--- config.mk ---
export PLATFORM = sky130hd
export DESIGN_NAME = lcdc_ctrl
export DESIGN_NICKNAME = d
export VERILOG_FILES = /design/src/lcdc_pkg.sv /design/src/lcdc_ctrl.sv /design/src/lcdc_nib_wr.sv /design/src/lcdc_pipe2.sv
export SDC_FILE = /design/constraint.sdc
export NUM_CORES = 1
export LEC_CHECK = 0
export BUFFER_PORTS_ARGS = -buffer_cell sky130_fd_sc_hd__buf_2
export CELL_PAD_IN_SITES_DETAIL_PLACEMENT = 0
export CELL_PAD_IN_SITES_GLOBAL_PLACEMENT = 2
export CORE_AREA = 10 10 138 127
export DETAILED_ROUTE_END_ITERATION = 6
export DIE_AREA = 0 0 148 137
export GPL_ROUTABILITY_DRIVEN = 0
export PLACE_DENSITY_LB_ADDON = 0.1
export RECOVER_POWER = 100
export SYNTH_ARGS = -nofsm -noshare
export SYNTH_HDL_FRONTEND = slang
export SYNTH_SLANG_ARGS = --single-unit
--- constraint.sdc ---
create_clock -name CLK -period 2.3 [get_ports CLK]
set_input_delay 0.23 -clock CLK [delete_from_list [all_inputs] [get_ports CLK]]
set_output_delay 0.23 -clock CLK [all_outputs]
set_load 0.02 [all_outputs]
--- src/lcdc_pkg.sv ---
package lcdc_pkg;

  // ---------------------------------------------------------------------
  // Clock and time conversion
  // ---------------------------------------------------------------------

  localparam int unsigned CLK_MHZ = 100;

  // Least times round up to whole cycles and never come to less than one.
  function automatic int unsigned ns2cyc(input int unsigned ns);
    int unsigned c;
    c = (ns * CLK_MHZ + 999) / 1000;
    return (c == 0) ? 1 : c;
  endfunction

  // ---------------------------------------------------------------------
  // Interface times in nanoseconds
  // ---------------------------------------------------------------------

  localparam int unsigned T_SETUP_NS    = 40;
  localparam int unsigned T_STROBE_NS   = 230;
  localparam int unsigned T_HOLD_NS     = 10;
  localparam int unsigned T_NIB_GAP_NS  = 1_000;
  localparam int unsigned T_BYTE_GAP_NS = 40_000;
  localparam int unsigned T_CLEAR_NS    = 1_640_000;
  localparam int unsigned T_PWRON_NS    = 15_000_000;
  localparam int unsigned T_INIT1_NS    = 4_100_000;
  localparam int unsigned T_INIT2_NS    = 100_000;
  localparam int unsigned T_INIT3_NS    = 40_000;

  // ---------------------------------------------------------------------
  // Cycle counts derived from the times
  // ---------------------------------------------------------------------

  localparam int unsigned CYC_SETUP    = ns2cyc(T_SETUP_NS);
  localparam int unsigned CYC_STROBE   = ns2cyc(T_STROBE_NS);
  localparam int unsigned CYC_HOLD     = ns2cyc(T_HOLD_NS);
  localparam int unsigned CYC_NIB_GAP  = ns2cyc(T_NIB_GAP_NS);
  localparam int unsigned CYC_BYTE_GAP = ns2cyc(T_BYTE_GAP_NS);
  localparam int unsigned CYC_CLEAR    = ns2cyc(T_CLEAR_NS);
  localparam int unsigned CYC_PWRON    = ns2cyc(T_PWRON_NS);
  localparam int unsigned CYC_INIT1    = ns2cyc(T_INIT1_NS);
  localparam int unsigned CYC_INIT2    = ns2cyc(T_INIT2_NS);
  localparam int unsigned CYC_INIT3    = ns2cyc(T_INIT3_NS);

  // ---------------------------------------------------------------------
  // Widths, nibbles and command bytes
  // ---------------------------------------------------------------------

  localparam int unsigned CNT_W      = 24;
  localparam int unsigned WCNT_W     = 5;
  localparam int unsigned BUF_W      = 9;
  localparam int unsigned BUF_DEPTH  = 2;
  localparam int unsigned INIT_LAST  = 3;
  localparam int unsigned CFG_LAST   = 7;

  localparam logic [3:0] NIB_WAKE     = 4'h3;
  localparam logic [3:0] NIB_4BIT     = 4'h2;
  localparam logic [7:0] CMD_FUNC     = 8'h28;
  localparam logic [7:0] CMD_ENTRY    = 8'h06;
  localparam logic [7:0] CMD_DISP     = 8'h0C;
  localparam logic [7:0] CMD_CLEAR    = 8'h01;
  localparam logic [7:0] CMD_SET_ADDR = 8'h80;

  // ---------------------------------------------------------------------
  // State types
  // ---------------------------------------------------------------------

  typedef enum logic [1:0] {
    WR_IDLE  = 2'b00,
    WR_SETUP = 2'b01,
    WR_PULSE = 2'b10,
    WR_HOLD  = 2'b11
  } lcdc_wr_e;

  typedef enum logic [1:0] {
    ST_PWRON = 2'b00,
    ST_NIB   = 2'b01,
    ST_GAP   = 2'b10,
    ST_IDLE  = 2'b11
  } lcdc_st_e;

endpackage

--- src/lcdc_ctrl.sv ---
`timescale 1ns/1ps

module lcdc_ctrl import lcdc_pkg::*; #(
  parameter int unsigned P_PWRON_CYC = CYC_PWRON,
  parameter int unsigned P_INIT1_CYC = CYC_INIT1,
  parameter int unsigned P_INIT2_CYC = CYC_INIT2,
  parameter int unsigned P_CLEAR_CYC = CYC_CLEAR
) (
  input  wire logic       CLK,
  input  wire logic       SYS_RST,
  input  wire logic       ENABLE,
  input  wire logic       WR_VALID,
  output logic            WR_READY,
  input  wire logic       WR_RS,
  input  wire logic [7:0] WR_BYTE,
  output logic            READY,
  output logic [3:0]      NIBBLE_BUS,
  output logic            CMD_DATA_SELECT,
  output logic            READ_WRITE_SELECT,
  output logic            TRANSFER_STROBE
);

  // -----------------------------------------------------------------------
  // Declarations
  // -----------------------------------------------------------------------

  // Sequencer state, step index, held byte and its wait.
  lcdc_st_e         st_q, st_d;
  logic [3:0]       idx_q, idx_d;
  logic [7:0]       byte_q, byte_d;
  logic             rs_q, rs_d;
  logic             lo_q, lo_d;
  logic             addr_q, addr_d;
  logic             rdy_q, rdy_d;
  logic [CNT_W-1:0] gap_q, gap_d;
  logic [CNT_W-1:0] cnt_q, cnt_d;
  logic [3:0]       nxt_idx;

  // Request to the nibble writer and its answer.
  logic             launch;
  logic [3:0]       l_nib;
  logic             l_rs;
  logic             wr_done;

  // Head of the input buffer.
  logic             buf_valid;
  logic             buf_pop;
  logic [BUF_W-1:0] buf_data;

  // -----------------------------------------------------------------------
  // Decoding helpers
  // -----------------------------------------------------------------------

  // Wait that follows each of the four wake-up nibbles.
  // Waits count from the end of the hold cycle, so they run one cycle long.
  function automatic logic [CNT_W-1:0] init_gap(input logic [3:0] i);
    case (i)
      4'd0:    return CNT_W'(P_INIT1_CYC);
      4'd1:    return CNT_W'(P_INIT2_CYC);
      default: return CNT_W'(CYC_INIT3);
    endcase
  endfunction

  // Nibble sent at each wake-up step: three wake nibbles, then the 4-bit one.
  function automatic logic [3:0] init_nib(input logic [3:0] i);
    return (i == 4'(INIT_LAST)) ? NIB_4BIT : NIB_WAKE;
  endfunction

  // Configuration bytes in the order they go out.
  // Steps 4 to 7 are all commands, sent upper nibble first.
  function automatic logic [7:0] cfg_byte(input logic [3:0] i);
    case (i)
      4'd4:    return CMD_FUNC;
      4'd5:    return CMD_ENTRY;
      4'd6:    return CMD_DISP;
      default: return CMD_CLEAR;
    endcase
  endfunction

  // Clear and return-home run long inside the display; all else is short.
  // The display's busy flag is never read, so the worst-case time is used.
  // Return-home shares the long wait; slower, but no byte is ever lost.
  function automatic logic [CNT_W-1:0] byte_gap(input logic r,
                                                input logic [7:0] b);
    if (!r && (b[7:2] == 6'b0)) begin
      return CNT_W'(P_CLEAR_CYC);
    end
    return CNT_W'(CYC_BYTE_GAP);
  endfunction

  // -----------------------------------------------------------------------
  // Input buffer
  // -----------------------------------------------------------------------

  // Holds up to two user bytes while a transfer or a wait is running.
  // It keeps filling while the display is parked; nothing is dropped.
  lcdc_pipe2 #(
    .W (BUF_W)
  ) u_buf (
    .clk       (CLK),
    .rst       (SYS_RST),
    .in_valid  (WR_VALID),
    .in_ready  (WR_READY),
    .in_data   ({WR_RS, WR_BYTE}),
    .out_valid (buf_valid),
    .out_ready (buf_pop),
    .out_data  (buf_data)
  );

  // -----------------------------------------------------------------------
  // Nibble writer
  // -----------------------------------------------------------------------

  // The bus, select and strobe pins come from flops inside the writer.
  // Its done flag marks the hold cycle after the strobe has fallen.
  lcdc_nib_wr u_wr (
    .clk     (CLK),
    .rst     (SYS_RST),
    .start   (launch),
    .nib     (l_nib),
    .rs      (l_rs),
    .done    (wr_done),
    .nib_out (NIBBLE_BUS),
    .rs_out  (CMD_DATA_SELECT),
    .strobe  (TRANSFER_STROBE)
  );

  // -----------------------------------------------------------------------
  // Pin outputs
  // -----------------------------------------------------------------------

  // Reading back is never needed, so the display never drives the bus.
  assign READ_WRITE_SELECT = 1'b0;
  assign READY             = rdy_q;

  // -----------------------------------------------------------------------
  // Sequencer
  // -----------------------------------------------------------------------

  // Steps 0-3 are the wake-up nibbles, 4-7 the configuration bytes, and
  // step 8 means the display is ready for user traffic.
  // Fixed worst-case waits replace polling, so no pin is ever read back;
  // the price is a slower stream than the display could take.
  always_comb begin
    st_d    = st_q;
    idx_d   = idx_q;
    byte_d  = byte_q;
    rs_d    = rs_q;
    lo_d    = lo_q;
    addr_d  = addr_q;
    rdy_d   = rdy_q;
    gap_d   = gap_q;
    cnt_d   = cnt_q;
    launch  = 1'b0;
    l_nib   = 4'h0;
    l_rs    = 1'b0;
    buf_pop = 1'b0;
    nxt_idx = idx_q + 4'd1;
    case (st_q)
      // While disabled the strobe stays low and the wait keeps reloading.
      ST_PWRON: begin
        if (!ENABLE) begin
          cnt_d = CNT_W'(P_PWRON_CYC);
        end else if (cnt_q == '0) begin
          launch = 1'b1;
          l_nib  = init_nib(4'd0);
          gap_d  = init_gap(4'd0);
          idx_d  = 4'd0;
          st_d   = ST_NIB;
        end else begin
          cnt_d = cnt_q - CNT_W'(1);
        end
      end
      // Wait until the strobe has fallen and the hold time is met.
      // The wait that follows was chosen when the nibble was launched.
      ST_NIB: begin
        if (wr_done) begin
          cnt_d = gap_q;
          st_d  = ST_GAP;
        end
      end
      // Count the wait down, then pick the next nibble: the lower half of a
      // held byte, a wake-up step, or a configuration byte.
      ST_GAP: begin
        if (cnt_q != '0) begin
          cnt_d = cnt_q - CNT_W'(1);
        end else if (!ENABLE && !rdy_q) begin
          // Parked before ready: the next step waits until enabled, so an
          // unused display never sees a strobe.
          st_d = ST_GAP;
        end else if (lo_q) begin
          // Lower nibble of the held byte; the select does not change.
          launch = 1'b1;
          l_nib  = byte_q[3:0];
          l_rs   = rs_q;
          gap_d  = byte_gap(rs_q, byte_q);
          lo_d   = 1'b0;
          st_d   = ST_NIB;
        end else if (idx_q < 4'(INIT_LAST)) begin
          launch = 1'b1;
          l_nib  = init_nib(nxt_idx);
          gap_d  = init_gap(nxt_idx);
          idx_d  = nxt_idx;
          st_d   = ST_NIB;
        end else if (idx_q < 4'(CFG_LAST)) begin
          // Configuration bytes are commands, upper nibble first.
          launch = 1'b1;
          byte_d = cfg_byte(nxt_idx);
          l_nib  = byte_d[7:4];
          rs_d   = 1'b0;
          l_rs   = 1'b0;
          lo_d   = 1'b1;
          gap_d  = CNT_W'(CYC_NIB_GAP);
          idx_d  = nxt_idx;
          st_d   = ST_NIB;
        end else begin
          idx_d = 4'(CFG_LAST + 1);
          rdy_d = 1'b1;
          st_d  = ST_IDLE;
        end
      end
      // Take a user byte once the previous one has fully settled.
      // Enable low here only pauses popping; a byte in flight completes.
      ST_IDLE: begin
        if (ENABLE && buf_valid) begin
          launch = 1'b1;
          rs_d   = 1'b0;
          lo_d   = 1'b1;
          gap_d  = CNT_W'(CYC_NIB_GAP);
          st_d   = ST_NIB;
          if (buf_data[8] && !addr_q) begin
            // Character data with no address yet: home the pointer first
            // and leave the data byte in the buffer for the next turn.
            byte_d = CMD_SET_ADDR;
            addr_d = 1'b1;
          end else begin
            buf_pop = 1'b1;
            byte_d  = buf_data[7:0];
            rs_d    = buf_data[8];
            if (!buf_data[8] && buf_data[7]) begin
              addr_d = 1'b1;
            end
          end
          l_nib = byte_d[7:4];
          l_rs  = rs_d;
        end
      end
      default: st_d = ST_PWRON;
    endcase
  end

  // -----------------------------------------------------------------------
  // Registers
  // -----------------------------------------------------------------------

  // Register stage. Line wrap is not emulated: the user sends a fresh
  // address command to reach the second line.
  always_ff @(posedge CLK) begin
    if (SYS_RST) begin
      st_q   <= ST_PWRON;
      idx_q  <= 4'd0;
      byte_q <= 8'h00;
      rs_q   <= 1'b0;
      lo_q   <= 1'b0;
      addr_q <= 1'b0;
      rdy_q  <= 1'b0;
      gap_q  <= '0;
      cnt_q  <= CNT_W'(P_PWRON_CYC);
    end else begin
      st_q   <= st_d;
      idx_q  <= idx_d;
      byte_q <= byte_d;
      rs_q   <= rs_d;
      lo_q   <= lo_d;
      addr_q <= addr_d;
      rdy_q  <= rdy_d;
      gap_q  <= gap_d;
      cnt_q  <= cnt_d;
    end
  end

endmodule // lcdc_ctrl

--- src/lcdc_nib_wr.sv ---
`timescale 1ns/1ps

// Writes one nibble: setup, strobe high, hold, then reports done.
module lcdc_nib_wr import lcdc_pkg::*; (
  input  wire logic       clk,
  input  wire logic       rst,
  input  wire logic       start,
  input  wire logic [3:0] nib,
  input  wire logic       rs,
  output logic            done,
  output logic [3:0]      nib_out,
  output logic            rs_out,
  output logic            strobe
);

  lcdc_wr_e          st_q, st_d;
  logic [WCNT_W-1:0] cnt_q, cnt_d;
  logic [3:0]        nib_q, nib_d;
  logic              rs_q, rs_d, stb_q, stb_d;

  // -----------------------------------------------------------------------
  // Strobe sequencing
  // -----------------------------------------------------------------------

  // Bus and select change only in idle, so they are stable around the pulse.
  always_comb begin
    st_d  = st_q;
    cnt_d = cnt_q;
    nib_d = nib_q;
    rs_d  = rs_q;
    case (st_q)
      WR_IDLE: begin
        if (start) begin
          nib_d = nib;
          rs_d  = rs;
          cnt_d = WCNT_W'(CYC_SETUP - 1);
          st_d  = WR_SETUP;
        end
      end
      WR_SETUP: begin
        if (cnt_q == '0) begin
          cnt_d = WCNT_W'(CYC_STROBE - 1);
          st_d  = WR_PULSE;
        end else begin
          cnt_d = cnt_q - WCNT_W'(1);
        end
      end
      WR_PULSE: begin
        if (cnt_q == '0) begin
          cnt_d = WCNT_W'(CYC_HOLD - 1);
          st_d  = WR_HOLD;
        end else begin
          cnt_d = cnt_q - WCNT_W'(1);
        end
      end
      WR_HOLD: begin
        if (cnt_q == '0) begin
          st_d = WR_IDLE;
        end else begin
          cnt_d = cnt_q - WCNT_W'(1);
        end
      end
      default: st_d = WR_IDLE;
    endcase
    stb_d = (st_d == WR_PULSE);
  end

  // Register stage; the strobe is a flop so it cannot glitch.
  always_ff @(posedge clk) begin
    if (rst) begin
      st_q  <= WR_IDLE;
      cnt_q <= '0;
      nib_q <= 4'h0;
      rs_q  <= 1'b0;
      stb_q <= 1'b0;
    end else begin
      st_q  <= st_d;
      cnt_q <= cnt_d;
      nib_q <= nib_d;
      rs_q  <= rs_d;
      stb_q <= stb_d;
    end
  end

  assign done    = (st_q == WR_HOLD) && (cnt_q == '0);
  assign nib_out = nib_q;
  assign rs_out  = rs_q;
  assign strobe  = stb_q;

endmodule // lcdc_nib_wr

--- src/lcdc_pipe2.sv ---
`timescale 1ns/1ps

// Two-entry buffer between the user's byte stream and the sequencer.
module lcdc_pipe2 import lcdc_pkg::*; #(
  parameter int unsigned W = BUF_W
) (
  input  wire logic         clk,
  input  wire logic         rst,
  input  wire logic         in_valid,
  output logic              in_ready,
  input  wire logic [W-1:0] in_data,
  output logic              out_valid,
  input  wire logic         out_ready,
  output logic [W-1:0]      out_data
);

  logic [W-1:0] mem_q [BUF_DEPTH];
  logic [W-1:0] mem_d [BUF_DEPTH];
  logic         wp_q, wp_d, rp_q, rp_d;
  logic [1:0]   cnt_q, cnt_d;
  logic         push, pop;

  // -----------------------------------------------------------------------
  // Handshakes
  // -----------------------------------------------------------------------

  // Ready drops only when both words are held, so a stall loses nothing.
  assign in_ready  = (cnt_q != 2'd2);
  assign out_valid = (cnt_q != 2'd0);
  assign out_data  = mem_q[rp_q];
  assign push      = in_valid && in_ready;
  assign pop       = out_valid && out_ready;

  // Next pointers, count and storage.
  always_comb begin
    mem_d = mem_q;
    wp_d  = wp_q;
    rp_d  = rp_q;
    cnt_d = cnt_q;
    if (push) begin
      mem_d[wp_q] = in_data;
      wp_d        = ~wp_q;
    end
    if (pop) begin
      rp_d = ~rp_q;
    end
    if (push && !pop) begin
      cnt_d = cnt_q + 2'd1;
    end else if (pop && !push) begin
      cnt_d = cnt_q - 2'd1;
    end
  end

  // Register stage.
  always_ff @(posedge clk) begin
    if (rst) begin
      wp_q  <= 1'b0;
      rp_q  <= 1'b0;
      cnt_q <= 2'd0;
    end else begin
      wp_q  <= wp_d;
      rp_q  <= rp_d;
      cnt_q <= cnt_d;
    end
    mem_q <= mem_d;
  end

endmodule // lcdc_pipe2

==> results.cfg <==
[logic_synthesis]
postSynthAreaPerCell_um2 = 8.181
yosysSeqAreaShare_pct = 39.56
synth.largest_area_cell = dfxtp_1
netlist_instances = 600
synth.net_count = 627
synth.lib_cells_used.distinct = 67
synth_top_cells_by_area = dfxtp_1, edfxtp_1, a21oi_1
synth-seq-cells = 88
async_flop_share_pct = 0
ys.warnings.count = 0
synthesis.area_um2 = 4908
synthFlopType = dfxtp_1
synth_most_common_cell = nor2_1
synth_edf_count = 18
ys_top_cells_by_count = nor2_1, dfxtp_1, a21oi_1
share_of_the_synthesized_area_in_the_top_cell_type_pct = 28.55

[clock_network]
cts.clk_slew.worst_paths_ns = 0.07
cts-hold-fix-buffers = 0
tritoncts_num_sinks = 88
clk_path_buf_depth = 2
cts_bufs_inserted = 9
htreeDepth = 3
insertion_delay_ns = 0.36
clk_root_buffer_cell = clkbuf_16
cts_tree = done

[floorplanning]
floorplan.die_area_um2 = 20280
floorplan.die.height_um = 137
core.rowCount = 42
floorplan.die.width_um = 148
fp.coreArea_um2 = 14610
start_util_pct = 33.60
number_of_ports_placed_on_the_die_boundary = 22

[final_layout]
finish.net_count = 721
fin_cells = 897
drive_gt1_share_pct = 24.46
area_growth_syn_to_layout_pct = 28.70
fill_cells = 1490
antennaDiodeCount = 0

[sta]
tightest_slew_ns = 0.5638
hold_vio_cnt_final = 0
hold_slack_ns = 0.05657
slew_headroom_pct = 62.07
finClkSkew_ns = 0.009254
layout_worst_path_cycle_share_pct = 99.44
rsz0062_at_grt = true
report.final.setup_viol = 0
max_freq_ghz = 0.4373
count_of_final_max_slew_check_failures = 0
min_cycle_time_layout_ns = 2.287

[worst_setup_path]
path_class = flip-flop to flip-flop
worst_ep_required_time_ns = 2.59
critical_path.cell_chain = inv_2 -> ha_4 -> nor4b_4 -> nand4_1 -> buf_6 -> o41ai_4 -> nand2_2 -> a2111o_1 -> a21oi_2
cp_max_fo = 7
launch_point_of_the_critical_path = cnt_q[0]$_SDFFE_PP0P_
timing.critical_path.slowest_stage_cell = o41ai_4
crit_end_element = flip-flop
critPathLaunchType = flip-flop
r2r-start = cnt_q[0]$_SDFFE_PP0P_
timing.critical_path.arrival_ns = 2.58
cp_slowest_stage_delay_ns = 0.49

[route]
ant_nets = 0
detail_route.drc_violations = 0
dr_total_vias = 4769
drt-initial-drc-count = 315
drt-wirelength-per-cell_um = 17.02
routed_wl_um = 15270
post_drt_via_cell_ratio = 5.317
drt-pass1-iter-count = 5

[power_and_ir_drop]
power.leakage_nw = 2.332
ir_drop_mv = 0.3791
powerDensity_nw_per_um2 = 544.8

[worst_hold_path]
timing.hold.worst.start = WR_BYTE[4]
hold_path.class = primary input to flip-flop

[placement]
dp_cells = 870
dp_hpwl_um = 11280
numPortBuffers = 20

[global_route]
grt_pass1_vias = 4373
grtUsageTotal_pct = 15.06
overflow = 0
grtUsageMet2_pct = 22.47
grt_first_pass_wirelength_um = 24070
antenna_violations_before_repair = 0
grt_start_max_net_pins = 24
grt-busiest-layer = met2
grt.met3_usage_pct = 3.301
grt_use_met1_pct = 21.22

[outcome]
run_status = finished clean

[run]
max_cap_violations = 0
final timing paths:
path / end / slack [ns] / cells past startpoint
max reg2reg: byte_q[5]$_SDFFE_PP0P_ / 0.01 / 9
min reg2reg: byte_q[7]$_SDFFE_PP0P_ / 0.46 / 2
min: u_buf.mem_q[13]$_DFFE_PP_ / 0.06 / 1
max: byte_q[5]$_SDFFE_PP0P_ / 0.01 / 9
placed cells by master, fill, tap and decap left out, types with 6 or more instances in the layout:
| cell | n |
|---|---|
| buf_2 | 11 |
| buf_4 | 94 |
| nor3_1 | 24 |
| dfxtp_1 | 69 |
| nor4_1 | 6 |
| clkbuf_16 | 9 |
| nor2_1 | 78 |
| nand2_1 | 58 |
| ha_1 | 10 |
| xor2_1 | 7 |
| o21ai_0 | 37 |
| inv_1 | 13 |
| or3_1 | 8 |
| a211oi_1 | 9 |
| edfxtp_1 | 18 |
| a21oi_1 | 65 |
| nand3_1 | 16 |
| clkbuf_1 | 12 |
| mux2i_1 | 10 |
timing repair:
item | 4_1_cts | 5_1_grt
setup buffers | 0 | 11
endpoints found under the setup margin | 10 | 38
resized for setup | 3 | 39
gates cloned | 0 | 1
pin swaps | 0 | 16
critical path: cells and delay by family (launching register included):
family	cells	cell delay [ns]
flip-flops	1	0.33
AO/OA/AOI/OAI	3	0.99
AND/OR/NAND/NOR	3	0.51
buffers and inverters	2	0.26
adder cells (fa/ha/maj)	1	0.14
final cells by class:
class	count	area, µm²	share of cell area, %
well taps	198	247.7	3.922
clock inverters	7	76.32	1.208
multi-input cells	457	2885	45.67
clock buffers	9	225.2	3.565
flip-flops and latches	88	1943	30.76
repair buffers	122	879.6	13.92
inverters	16	60.06	0.9507
power by group:
group          switching, mW  internal (mW)  leakage (nW)
logic                  0.176          0.112          1.45
clock network          0.729          0.775         0.149
registers             0.0249           1.63         0.734
total                  0.930           2.51          2.33
logic make-up (layout without fill, tap and decap cells):
kind of cell / after synthesis / count (layout) / synth area share, %
adder cells (fa/ha/maj): 14 / 14 / 3.569
multiplexers: 11 / 11 / 2.269
AO/OA/AOI/OAI: 185 / 185 / 24.37
other: 1 / 1 / 0.07640
AND/OR/NAND/NOR: 234 / 235 / 23.53
XOR/XNOR: 11 / 11 / 1.963
buffers and inverters: 56 / 154 / 4.665
flip-flops: 88 / 88 / 39.56
flip-flops by register name, indices dropped and copies added, names as in the netlist, 2 cells and up:
| name | flops |
|---|---|
| st_q | 2 |
| u_wr.cnt_q | 5 |
| gap_q | 11 |
| idx_q | 4 |
| byte_q | 8 |
| cnt_q | 24 |
| u_buf.cnt_q | 2 |
| u_wr.nib_out | 4 |
| u_buf.mem_q | 18 |
| u_wr.st_q | 2 |
layer usage:
metal | share of wire [%] | wire length [µm]
met5 | 0 | 0
met4 | 1.1 | 170
met3 | 5.1 | 780
met2 | 44 | 6661
met1 | 50 | 7655
through the flow:
| stage | worst slack [ns] | cell area [µm²] | TNS (ns) | util [%] | power [mW] |
|---|---|---|---|---|---|
| floorplan | 0.01996 | 4917 | 0 | - | 1.844 |
| global placement | -0.05346 | 5804 | -0.08999 | 39.73 | 1.956 |
| detailed placement | -0.07509 | 5804 | -0.1625 | 39.73 | 1.961 |
| CTS | -0.03201 | 6121 | -0.03201 | 41.90 | 3.489 |
| global route | -0.07157 | 6317 | -0.4272 | 43.24 | 3.599 |
| finish | 0.01298 | 6317 | 0 | 43.24 | 3.442 |
No activity file was read; power rests on OpenSTA's default activity.
